`src/include/crs_regset_defs.svh`:
```
`ifndef CRS_REGSET_DEFS_SVH
`define CRS_REGSET_DEFS_SVH

`define CRS_XLEN         32
`define CRS_GPR_COUNT    16
`define CRS_GPR_IDX_W    4
`define CRS_PSW_U_BIT    17
`define CRS_VEC_SHIFT    2

`define CRS_CR_IDX_W     4
`define CRS_CR_ISP       4'h0
`define CRS_CR_USP       4'h1
`define CRS_CR_INTERRUPT_TABLE_BASE      4'h2
`define CRS_CR_PC        4'h3
`define CRS_CR_PSW       4'h4
`define CRS_CR_BPC       4'h5
`define CRS_CR_SAVED_STATUS_WORD      4'h6
`define CRS_CR_FAST_IRQ_VECTOR     4'h7
`define CRS_CR_EXCEPTION_TABLE_BASE      4'h8

`define CRS_RST_WORD     32'h0000_0000

`endif

```
`src/include/crs_regset_pkg.sv`:
```
package crs_regset_pkg;
	typedef logic [31:0] crs_word_t;
	typedef logic [3:0]  crs_gpr_idx_t;
	typedef enum logic [1:0] {
		CRS_FLOW_RUN,
		CRS_FLOW_FAST_ENTRY,
		CRS_FLOW_FAST_RETURN
	} crs_flow_t;
endpackage

```
`src/include/crs_gpr_if.sv`:
```
`timescale 1ns/100ps
`default_nettype none
interface crs_gpr_if;
	crs_regset_pkg::crs_gpr_idx_t rd_a_idx;
	crs_regset_pkg::crs_gpr_idx_t rd_b_idx;
	crs_regset_pkg::crs_word_t    rd_a_data;
	crs_regset_pkg::crs_word_t    rd_b_data;
	logic                         wr_en;
	crs_regset_pkg::crs_gpr_idx_t wr_idx;
	crs_regset_pkg::crs_word_t    wr_data;
	logic                         stack_sel_user;
	logic                         sp_cr_we;
	logic                         sp_cr_user;
	crs_regset_pkg::crs_word_t    sp_cr_data;
	crs_regset_pkg::crs_word_t    isp_val;
	crs_regset_pkg::crs_word_t    usp_val;

	modport core (
		output rd_a_idx, rd_b_idx, wr_en, wr_idx, wr_data,
		output stack_sel_user, sp_cr_we, sp_cr_user, sp_cr_data,
		input  rd_a_data, rd_b_data, isp_val, usp_val
	);
	modport bank (
		input  rd_a_idx, rd_b_idx, wr_en, wr_idx, wr_data,
		input  stack_sel_user, sp_cr_we, sp_cr_user, sp_cr_data,
		output rd_a_data, rd_b_data, isp_val, usp_val
	);
endinterface
`default_nettype wire

```
`src/crs_regset.sv`:
```
`timescale 1ns/100ps
`default_nettype none
`include "crs_regset_defs.svh"
module crs_regset #(
	parameter int                    XLEN       = `CRS_XLEN,
	parameter int                    VEC_W      = 8,
	parameter logic [`CRS_XLEN-1:0] RESET_PC   = 32'h0000_0000
) (
	// Clock and reset
	input  wire logic                     ref_clk_i,
	input  wire logic                     rst_n_i,
	// General-purpose register ports
	input  wire logic [`CRS_GPR_IDX_W-1:0] rd_a_idx_i,
	input  wire logic [`CRS_GPR_IDX_W-1:0] rd_b_idx_i,
	output logic      [XLEN-1:0]          rd_a_data_o,
	output logic      [XLEN-1:0]          rd_b_data_o,
	input  wire logic                     gpr_wr_i,
	input  wire logic [`CRS_GPR_IDX_W-1:0] gpr_wr_idx_i,
	input  wire logic [XLEN-1:0]          gpr_wr_data_i,
	// Control register move port
	input  wire logic [`CRS_CR_IDX_W-1:0]  cr_idx_i,
	input  wire logic                     cr_wr_i,
	input  wire logic [XLEN-1:0]          cr_wr_data_i,
	output logic      [XLEN-1:0]          cr_rd_data_o,
	// Execution results
	input  wire logic                     pc_load_i,
	input  wire logic [XLEN-1:0]          pc_next_i,
	input  wire logic                     psw_load_i,
	input  wire logic [XLEN-1:0]          psw_next_i,
	// Interrupt and exception path
	input  wire logic                     fast_irq_ack_i,
	input  wire logic                     fast_irq_ret_i,
	input  wire logic [VEC_W-1:0]         exc_vec_num_i,
	input  wire logic [VEC_W-1:0]         irq_vec_num_i,
	output logic      [XLEN-1:0]          exc_vec_addr_o,
	output logic      [XLEN-1:0]          irq_vec_addr_o,
	// Visible state
	output logic      [XLEN-1:0]          program_counter_o,
	output logic      [XLEN-1:0]          processor_status_word_o,
	output logic                          stack_sel_user_o,
	output logic      [XLEN-1:0]          stack_pointer_o
);
	crs_gpr_if gpr ();

	logic rst_meta_r;
	logic rst_sync_r;

	// Release is synchronised so no register leaves reset on a partial edge.
	always_ff @(posedge ref_clk_i or negedge rst_n_i) begin
		if (!rst_n_i) begin
			rst_meta_r <= 1'b0;
			rst_sync_r <= 1'b0;
		end else begin
			rst_meta_r <= 1'b1;
			rst_sync_r <= rst_meta_r;
		end
	end

	crs_regset_pkg::crs_word_t program_counter_r;
	crs_regset_pkg::crs_word_t program_counter_nxt;
	crs_regset_pkg::crs_word_t processor_status_word_r;
	crs_regset_pkg::crs_word_t processor_status_word_nxt;
	crs_regset_pkg::crs_word_t saved_program_counter_r;
	crs_regset_pkg::crs_word_t saved_program_counter_nxt;
	crs_regset_pkg::crs_word_t saved_status_word_r;
	crs_regset_pkg::crs_word_t saved_status_word_nxt;
	crs_regset_pkg::crs_word_t fast_irq_vector_r;
	crs_regset_pkg::crs_word_t fast_irq_vector_nxt;
	crs_regset_pkg::crs_word_t interrupt_table_base_r;
	crs_regset_pkg::crs_word_t interrupt_table_base_nxt;
	crs_regset_pkg::crs_word_t exception_table_base_r;
	crs_regset_pkg::crs_word_t exception_table_base_nxt;
	crs_regset_pkg::crs_flow_t flow;

	function automatic logic [XLEN-1:0] vec_addr(input logic [XLEN-1:0] base,
	                                             input logic [VEC_W-1:0] num);
		logic [XLEN-1:0] ofs;
		ofs      = {{(XLEN-VEC_W){1'b0}}, num} << `CRS_VEC_SHIFT;
		vec_addr = base + ofs;
	endfunction

	function automatic logic is_cr(input logic [`CRS_CR_IDX_W-1:0] idx,
	                               input logic [`CRS_CR_IDX_W-1:0] want);
		is_cr = cr_wr_i && (idx == want);
	endfunction

	// Register-zero traffic follows the live select bit.
	assign gpr.rd_a_idx       = rd_a_idx_i;
	assign gpr.rd_b_idx       = rd_b_idx_i;
	assign gpr.wr_en          = gpr_wr_i;
	assign gpr.wr_idx         = gpr_wr_idx_i;
	assign gpr.wr_data        = gpr_wr_data_i;
	assign gpr.stack_sel_user = processor_status_word_r[`CRS_PSW_U_BIT];
	assign gpr.sp_cr_we       = cr_wr_i && (cr_idx_i == `CRS_CR_ISP || cr_idx_i == `CRS_CR_USP);
	assign gpr.sp_cr_user     = (cr_idx_i == `CRS_CR_USP);
	assign gpr.sp_cr_data     = cr_wr_data_i;

	crs_gpr_bank #(
		.XLEN (XLEN)
	) u_bank (
		.clk_i   (ref_clk_i),
		.rst_n_i (rst_sync_r),
		.gpr     (gpr.bank)
	);

	always_comb begin
		if (fast_irq_ack_i) begin
			flow = crs_regset_pkg::CRS_FLOW_FAST_ENTRY;
		end else if (fast_irq_ret_i) begin
			flow = crs_regset_pkg::CRS_FLOW_FAST_RETURN;
		end else begin
			flow = crs_regset_pkg::CRS_FLOW_RUN;
		end
	end

	always_comb begin
		program_counter_nxt       = program_counter_r;
		processor_status_word_nxt = processor_status_word_r;
		saved_program_counter_nxt = saved_program_counter_r;
		saved_status_word_nxt     = saved_status_word_r;
		fast_irq_vector_nxt       = fast_irq_vector_r;
		interrupt_table_base_nxt  = interrupt_table_base_r;
		exception_table_base_nxt  = exception_table_base_r;
		if (is_cr(cr_idx_i, `CRS_CR_INTERRUPT_TABLE_BASE)) begin
			interrupt_table_base_nxt = cr_wr_data_i;
		end
		if (is_cr(cr_idx_i, `CRS_CR_EXCEPTION_TABLE_BASE)) begin
			exception_table_base_nxt = cr_wr_data_i;
		end
		if (is_cr(cr_idx_i, `CRS_CR_FAST_IRQ_VECTOR)) begin
			fast_irq_vector_nxt = cr_wr_data_i;
		end
		if (is_cr(cr_idx_i, `CRS_CR_BPC)) begin
			saved_program_counter_nxt = cr_wr_data_i;
		end
		if (is_cr(cr_idx_i, `CRS_CR_SAVED_STATUS_WORD)) begin
			saved_status_word_nxt = cr_wr_data_i;
		end
		if (psw_load_i) begin
			processor_status_word_nxt = psw_next_i;
		end
		if (is_cr(cr_idx_i, `CRS_CR_PSW)) begin
			processor_status_word_nxt = cr_wr_data_i;
		end
		if (pc_load_i) begin
			program_counter_nxt = pc_next_i;
		end
		case (flow)
			crs_regset_pkg::CRS_FLOW_FAST_ENTRY: begin
				// Saving into registers avoids the stack pushes of an ordinary interrupt.
				saved_program_counter_nxt = program_counter_r;
				saved_status_word_nxt     = processor_status_word_r;
				program_counter_nxt       = fast_irq_vector_r;
				processor_status_word_nxt = processor_status_word_r;
				processor_status_word_nxt[`CRS_PSW_U_BIT] = 1'b0;
			end
			crs_regset_pkg::CRS_FLOW_FAST_RETURN: begin
				program_counter_nxt       = saved_program_counter_r;
				processor_status_word_nxt = saved_status_word_r;
			end
			crs_regset_pkg::CRS_FLOW_RUN: begin
			end
			default: begin
			end
		endcase
	end

	always_ff @(posedge ref_clk_i or negedge rst_sync_r) begin
		if (!rst_sync_r) begin
			program_counter_r       <= RESET_PC;
			processor_status_word_r <= `CRS_RST_WORD;
			saved_program_counter_r <= `CRS_RST_WORD;
			saved_status_word_r     <= `CRS_RST_WORD;
			fast_irq_vector_r       <= `CRS_RST_WORD;
			interrupt_table_base_r  <= `CRS_RST_WORD;
			exception_table_base_r  <= `CRS_RST_WORD;
		end else begin
			program_counter_r       <= program_counter_nxt;
			processor_status_word_r <= processor_status_word_nxt;
			saved_program_counter_r <= saved_program_counter_nxt;
			saved_status_word_r     <= saved_status_word_nxt;
			fast_irq_vector_r       <= fast_irq_vector_nxt;
			interrupt_table_base_r  <= interrupt_table_base_nxt;
			exception_table_base_r  <= exception_table_base_nxt;
		end
	end

	// Registered read and address outputs.
	logic [XLEN-1:0] rd_a_nxt;
	logic [XLEN-1:0] rd_b_nxt;
	logic [XLEN-1:0] cr_rd_nxt;
	logic [XLEN-1:0] exc_vec_nxt;
	logic [XLEN-1:0] irq_vec_nxt;
	logic [XLEN-1:0] sp_nxt;

	always_comb begin
		rd_a_nxt    = gpr.rd_a_data;
		rd_b_nxt    = gpr.rd_b_data;
		exc_vec_nxt = vec_addr(exception_table_base_r, exc_vec_num_i);
		irq_vec_nxt = vec_addr(interrupt_table_base_r, irq_vec_num_i);
		sp_nxt      = processor_status_word_r[`CRS_PSW_U_BIT] ? gpr.usp_val : gpr.isp_val;
		case (cr_idx_i)
			`CRS_CR_ISP:   cr_rd_nxt = gpr.isp_val;
			`CRS_CR_USP:   cr_rd_nxt = gpr.usp_val;
			`CRS_CR_INTERRUPT_TABLE_BASE:  cr_rd_nxt = interrupt_table_base_r;
			`CRS_CR_PC:    cr_rd_nxt = program_counter_r;
			`CRS_CR_PSW:   cr_rd_nxt = processor_status_word_r;
			`CRS_CR_BPC:   cr_rd_nxt = saved_program_counter_r;
			`CRS_CR_SAVED_STATUS_WORD:  cr_rd_nxt = saved_status_word_r;
			`CRS_CR_FAST_IRQ_VECTOR: cr_rd_nxt = fast_irq_vector_r;
			`CRS_CR_EXCEPTION_TABLE_BASE:  cr_rd_nxt = exception_table_base_r;
			default:       cr_rd_nxt = `CRS_RST_WORD;
		endcase
	end

	always_ff @(posedge ref_clk_i or negedge rst_sync_r) begin
		if (!rst_sync_r) begin
			rd_a_data_o     <= `CRS_RST_WORD;
			rd_b_data_o     <= `CRS_RST_WORD;
			cr_rd_data_o    <= `CRS_RST_WORD;
			exc_vec_addr_o  <= `CRS_RST_WORD;
			irq_vec_addr_o  <= `CRS_RST_WORD;
			stack_pointer_o <= `CRS_RST_WORD;
		end else begin
			rd_a_data_o     <= rd_a_nxt;
			rd_b_data_o     <= rd_b_nxt;
			cr_rd_data_o    <= cr_rd_nxt;
			exc_vec_addr_o  <= exc_vec_nxt;
			irq_vec_addr_o  <= irq_vec_nxt;
			stack_pointer_o <= sp_nxt;
		end
	end

	assign program_counter_o       = program_counter_r;
	assign processor_status_word_o = processor_status_word_r;
	assign stack_sel_user_o        = processor_status_word_r[`CRS_PSW_U_BIT];
endmodule // crs_regset
`default_nettype wire

```
`src/crs_gpr_bank.sv`:
```
`timescale 1ns/100ps
`default_nettype none
`include "crs_regset_defs.svh"
module crs_gpr_bank #(
	parameter int XLEN = `CRS_XLEN
) (
	// Clock and reset
	input  wire logic clk_i,
	input  wire logic rst_n_i,
	// Core side
	crs_gpr_if.bank   gpr
);
	logic [XLEN-1:0] gpr_r   [1:`CRS_GPR_COUNT-1];
	logic [XLEN-1:0] gpr_nxt [1:`CRS_GPR_COUNT-1];
	logic [XLEN-1:0] isp_r;
	logic [XLEN-1:0] isp_nxt;
	logic [XLEN-1:0] usp_r;
	logic [XLEN-1:0] usp_nxt;

	function automatic logic [XLEN-1:0] read_port(input logic [3:0] idx);
		if (idx == 4'h0) begin
			read_port = gpr.stack_sel_user ? usp_r : isp_r;
		end else begin
			read_port = gpr_r[idx];
		end
	endfunction

	// A process, because a plain assignment would only wake on the index and miss register updates.
	always_comb begin
		gpr.rd_a_data = read_port(gpr.rd_a_idx);
		gpr.rd_b_data = read_port(gpr.rd_b_idx);
	end
	assign gpr.isp_val   = isp_r;
	assign gpr.usp_val   = usp_r;

	always_comb begin
		gpr_nxt = gpr_r;
		isp_nxt = isp_r;
		usp_nxt = usp_r;
		// A control-register move lands first so an instruction write to register zero wins.
		if (gpr.sp_cr_we) begin
			if (gpr.sp_cr_user) begin
				usp_nxt = gpr.sp_cr_data;
			end else begin
				isp_nxt = gpr.sp_cr_data;
			end
		end
		if (gpr.wr_en) begin
			if (gpr.wr_idx == 4'h0) begin
				if (gpr.stack_sel_user) begin
					usp_nxt = gpr.wr_data;
				end else begin
					isp_nxt = gpr.wr_data;
				end
			end else begin
				gpr_nxt[gpr.wr_idx] = gpr.wr_data;
			end
		end
	end

	generate
		for (genvar i = 1; i < `CRS_GPR_COUNT; i++) begin : g_gpr
			always_ff @(posedge clk_i or negedge rst_n_i) begin
				if (!rst_n_i) begin
					gpr_r[i] <= `CRS_RST_WORD;
				end else begin
					gpr_r[i] <= gpr_nxt[i];
				end
			end
		end
	endgenerate

	always_ff @(posedge clk_i or negedge rst_n_i) begin
		if (!rst_n_i) begin
			isp_r <= `CRS_RST_WORD;
			usp_r <= `CRS_RST_WORD;
		end else begin
			isp_r <= isp_nxt;
			usp_r <= usp_nxt;
		end
	end
endmodule // crs_gpr_bank
`default_nettype wire

```
`config.mk`:
```
export PLATFORM = sky130hd
export DESIGN_NAME = crs_regset
export DESIGN_NICKNAME = d
export VERILOG_FILES = /design/src/include/crs_regset_pkg.sv /design/src/include/crs_gpr_if.sv /design/src/crs_regset.sv /design/src/crs_gpr_bank.sv
export VERILOG_INCLUDE_DIRS = /design/src /design/src/include
export SDC_FILE = /design/constraint.sdc
export NUM_CORES = 2
export LEC_CHECK = 0
export ABC_AREA = 1
export BUFFER_PORTS_ARGS = -buffer_cell sky130_fd_sc_hd__buf_2
export CAP_MARGIN = 20
export CORE_ASPECT_RATIO = 0.7
export CORE_MARGIN = 4
export CORE_UTILIZATION = 30
export CTS_BUF_LIST = sky130_fd_sc_hd__clkbuf_4
export CTS_CLUSTER_SIZE = 12
export DETAILED_ROUTE_END_ITERATION = 10
export RECOVER_POWER = 50
export SYNTH_ARGS = -nofsm -noshare
export SYNTH_HDL_FRONTEND = slang
export SYNTH_SLANG_ARGS = --single-unit
export TNS_END_PERCENT = 5
```
`constraint.sdc`:
```
create_clock -name ref_clk_i -period 35.5 [get_ports ref_clk_i]
set_input_delay 5.325 -clock ref_clk_i [delete_from_list [all_inputs] [get_ports ref_clk_i]]
set_output_delay 5.325 -clock ref_clk_i [all_outputs]
set_load 0.01 [all_outputs]
```
==> results.toml <==
[synth]
syn-num-nets = 6525
synth_cell_types = 37
synth_top_area_cell = "dfrtp_1"
yosys.area.top_type_share_pct = 50.1
avgSynthCellArea_sq_um = 7.59
ys_top_cells_by_area = "dfrtp_1 50%, nand2_1 15%, o21ai_0 8.7%"
ys_seq_area_share_pct = 50.1
yosysWarnings = 0
syn_area_sq_um = 48100
syn_inst = 6339
synth-seq-cells = 962

[critical_path]
required_ns = 36.05
slowest_stage = "clkbuf_1"
crit_type = "reg -> async"
crit_arrival_ns = 18.52
crit_chain = "clkbuf_1 -> clkbuf_1 -> clkbuf_1 -> clkbuf_1 -> clkbuf_1"
cp_max_fo = 168
cp-start-kind = "flip-flop"
endpoint_kind = "async pin"
cpMostUsedCell = "clkbuf_1"
critical-path-max-stage-delay_ns = 6.47

[sta]
max_slew_margin_pct = -516
setup_ws_ns = 17.53
rsz0062_at_grt = "no"
max_freq_mhz = 55.6
fin_crit_sh_pct = 50.6
holdWs_ns = 0.348
hold_violations = 0
drv_slew = 1315
tightest_slew_ns = 9.25
fin_skew_ns = 0.0732
setup_violations = 0
setup_tns_ns = 0
period_minus_slack_ns = 17.98

[placed_design]
post-place-ws_ns = 26.29
port-buffer-count = 424
dp_hpwl_mm = 138
place_congestion = 0.937

[pwr]
p_int_mw = 2.06
swShare_pct = 35.7
p_per_area_nw_per_um2 = 58.1
p_comb_share_pct = 21.6
ir_worst_vdd_mv = 0.0354
p_clk_share_pct = 31.5
seq_power_share_pct = 46.9
power_switching_mw = 1.14
p_total_mw = 3.20
p_leak_nw = 26.3

[floorplanning]
core-area_sq_um = 159000
io_pins = 425
die_area_sq_um = 167000
die_w_microns = 487
die_h_microns = 343
initial_core_util_pct = 30.3
std_cell_rows = 122

[global_route]
grt_max_degree = 181
grt_pass1_wl_mm = 309
antenna_found_initial = 54
first_global_vias = 45000
overflow = 0
grt_usage_pct = 24.8

[clock_network]
cts_root_buf = "clkbuf_4"
holdBufCountCts = 0
h-tree-depth = 5
clock_sinks = 962
ctsResizeCount = 0
cts_made_buffers = 277
clk_latency_ns = 1.25
cts_buffer_depth = 4
cts_tree = "yes"
post-cts-setup-buffers = 0
path_clk_slew_ns = 0.06

[route]
detail-route-antenna-nets = 0
drc = 0
first_pass_iters = 8
wl_mm = 214
viasPerCell = 5.34
vias = 47900
drt-initial-drc-count = 5936
wl_per_cell_microns = 23.8

[outcome]
outcome = "complete, but fails checks"
violations = "max-capacitance violations, max-slew violations"

[cells_and_area]
syn_to_final_growth_pct = 14.5
postLayoutCoreUtil_pct = 34.7
num-nets-final = 6873
drive_gt1_share_pct = 13.6
final_common_cell = "nand2_1"
fillers = 16800
mostFrequentLayoutCells = "1854 x nand2_1, 961 x dfrtp_1, 839 x o21ai_0"

[min_path]
hp-class = "reg -> reg"

[run]
max_cap_violations = 20
state kept, by name, indices dropped and copies added, names as in the netlist:
register and flops:
u_bank.gpr_r 480, program_counter_o 32, rst_meta_r 1, exception_table_base_r 32, rst_sync_r 1, stack_pointer_o 32, processor_status_word_o 32, rd_b_data_o 32
u_bank.gpr.isp_val 32, rd_a_data_o 32, u_bank.gpr.usp_val 32, saved_program_counter_r 32, cr_rd_data_o 32, irq_vec_addr_o 32, exc_vec_addr_o 32, interrupt_table_base_r 32
saved_status_word_r 32, fast_irq_vector_r 32
through the flow:
stage	cell area, sq um	std cells
after global placement	51900	8508
final	55100	8984
after detailed placement	51900	8512
after CTS	55100	8955
after global routing	55000	8970
after floorplan	48100	6339
area by class of cell:
cell class	instances	area, sq um	area share (%)
inverter	515	1940	3.53
multi-input combinational	4426	20500	37.3
sequential	962	24100	43.7
clock buffer	396	2970	5.40
antenna	25	62.6	0.114
clock inverter	47	209	0.379
timing repair buffer	505	2650	4.82
tap	2108	2640	4.79
kinds of logic after synthesis:
logic type      after synthesis  share of synthesized area, %
flops                       962                          50.1
other cells                   1                       0.00780
buf+inv                     951                          7.62
compound gates             1607                          18.0
simple gates               2778                          23.5
fa+ha+maj                    18                         0.500
xor+xnor                     22                         0.401
worst max-delay path: cells and delay by family (launching register included):
| family | cells | cell delay, ns |
|---|---|---|
| buffers and inverters | 5 | 15.22 |
| DFF | 1 | 1.71 |
cell usage after synthesis:
cell / instances
a21oi_1: 481
a22oi_1: 11
a31oi_1: 1
a41oi_1: 10
and2_1: 2
buf_1: 35
buf_2: 71
buf_4: 1
clkbuf_1: 329
clkinv_1: 2
conb_1: 1
dfrtp_1: 962
fa_1: 2
ha_1: 16
inv_1: 505
inv_2: 8
nand2_1: 1870
nand2_2: 1
nand3_1: 430
nand3_2: 1
nand3b_1: 7
nand4_1: 68
nor2_1: 377
nor2_2: 4
nor3_1: 8
nor3_2: 2
nor3_4: 2
nor3b_1: 1
nor4_2: 2
nor4_4: 1
o211ai_1: 195
o21ai_0: 839
o21ai_1: 39
o22ai_1: 31
or2_2: 2
xnor2_1: 2
xor2_1: 20
routing by layer:
layer,track usage (%),up-vias,share of wire (%)
met2,35.6,2927,42
met1,33.9,22800,41
li1,-,21700,-
met4,12.3,20,5.0
met5,0,-,0.059
met3,7.39,549,12
final timing paths:
check,endpoint,from,slack [ns],cells after the start
setup / recovery,irq_vec_addr_o[13],rst_sync_r,17.53,5
hold / removal,rst_sync_r,rst_meta_r,0.35,0
setup reg to reg,irq_vec_addr_o[13],rst_sync_r,17.53,5
hold reg to reg,rst_sync_r,rst_meta_r,0.35,0
max in group ref_clk_i,u_bank.gpr_r[377],gpr_wr_idx_i[3],26.97,6
min in group asynchronous,u_bank.gpr_r[26],rst_sync_r,0.85,0
power by group through the flow:
stage	logic, mW	registers [mW]	clock network (mW)
after global placement	0.669	1.51	0
after global routing	0.768	1.52	1.09
after CTS	0.686	1.49	1.03
after detailed placement	0.684	1.51	0
after floorplan	0.375	1.49	0
final	0.690	1.50	1.01
(Power assumes the default switching activity.)
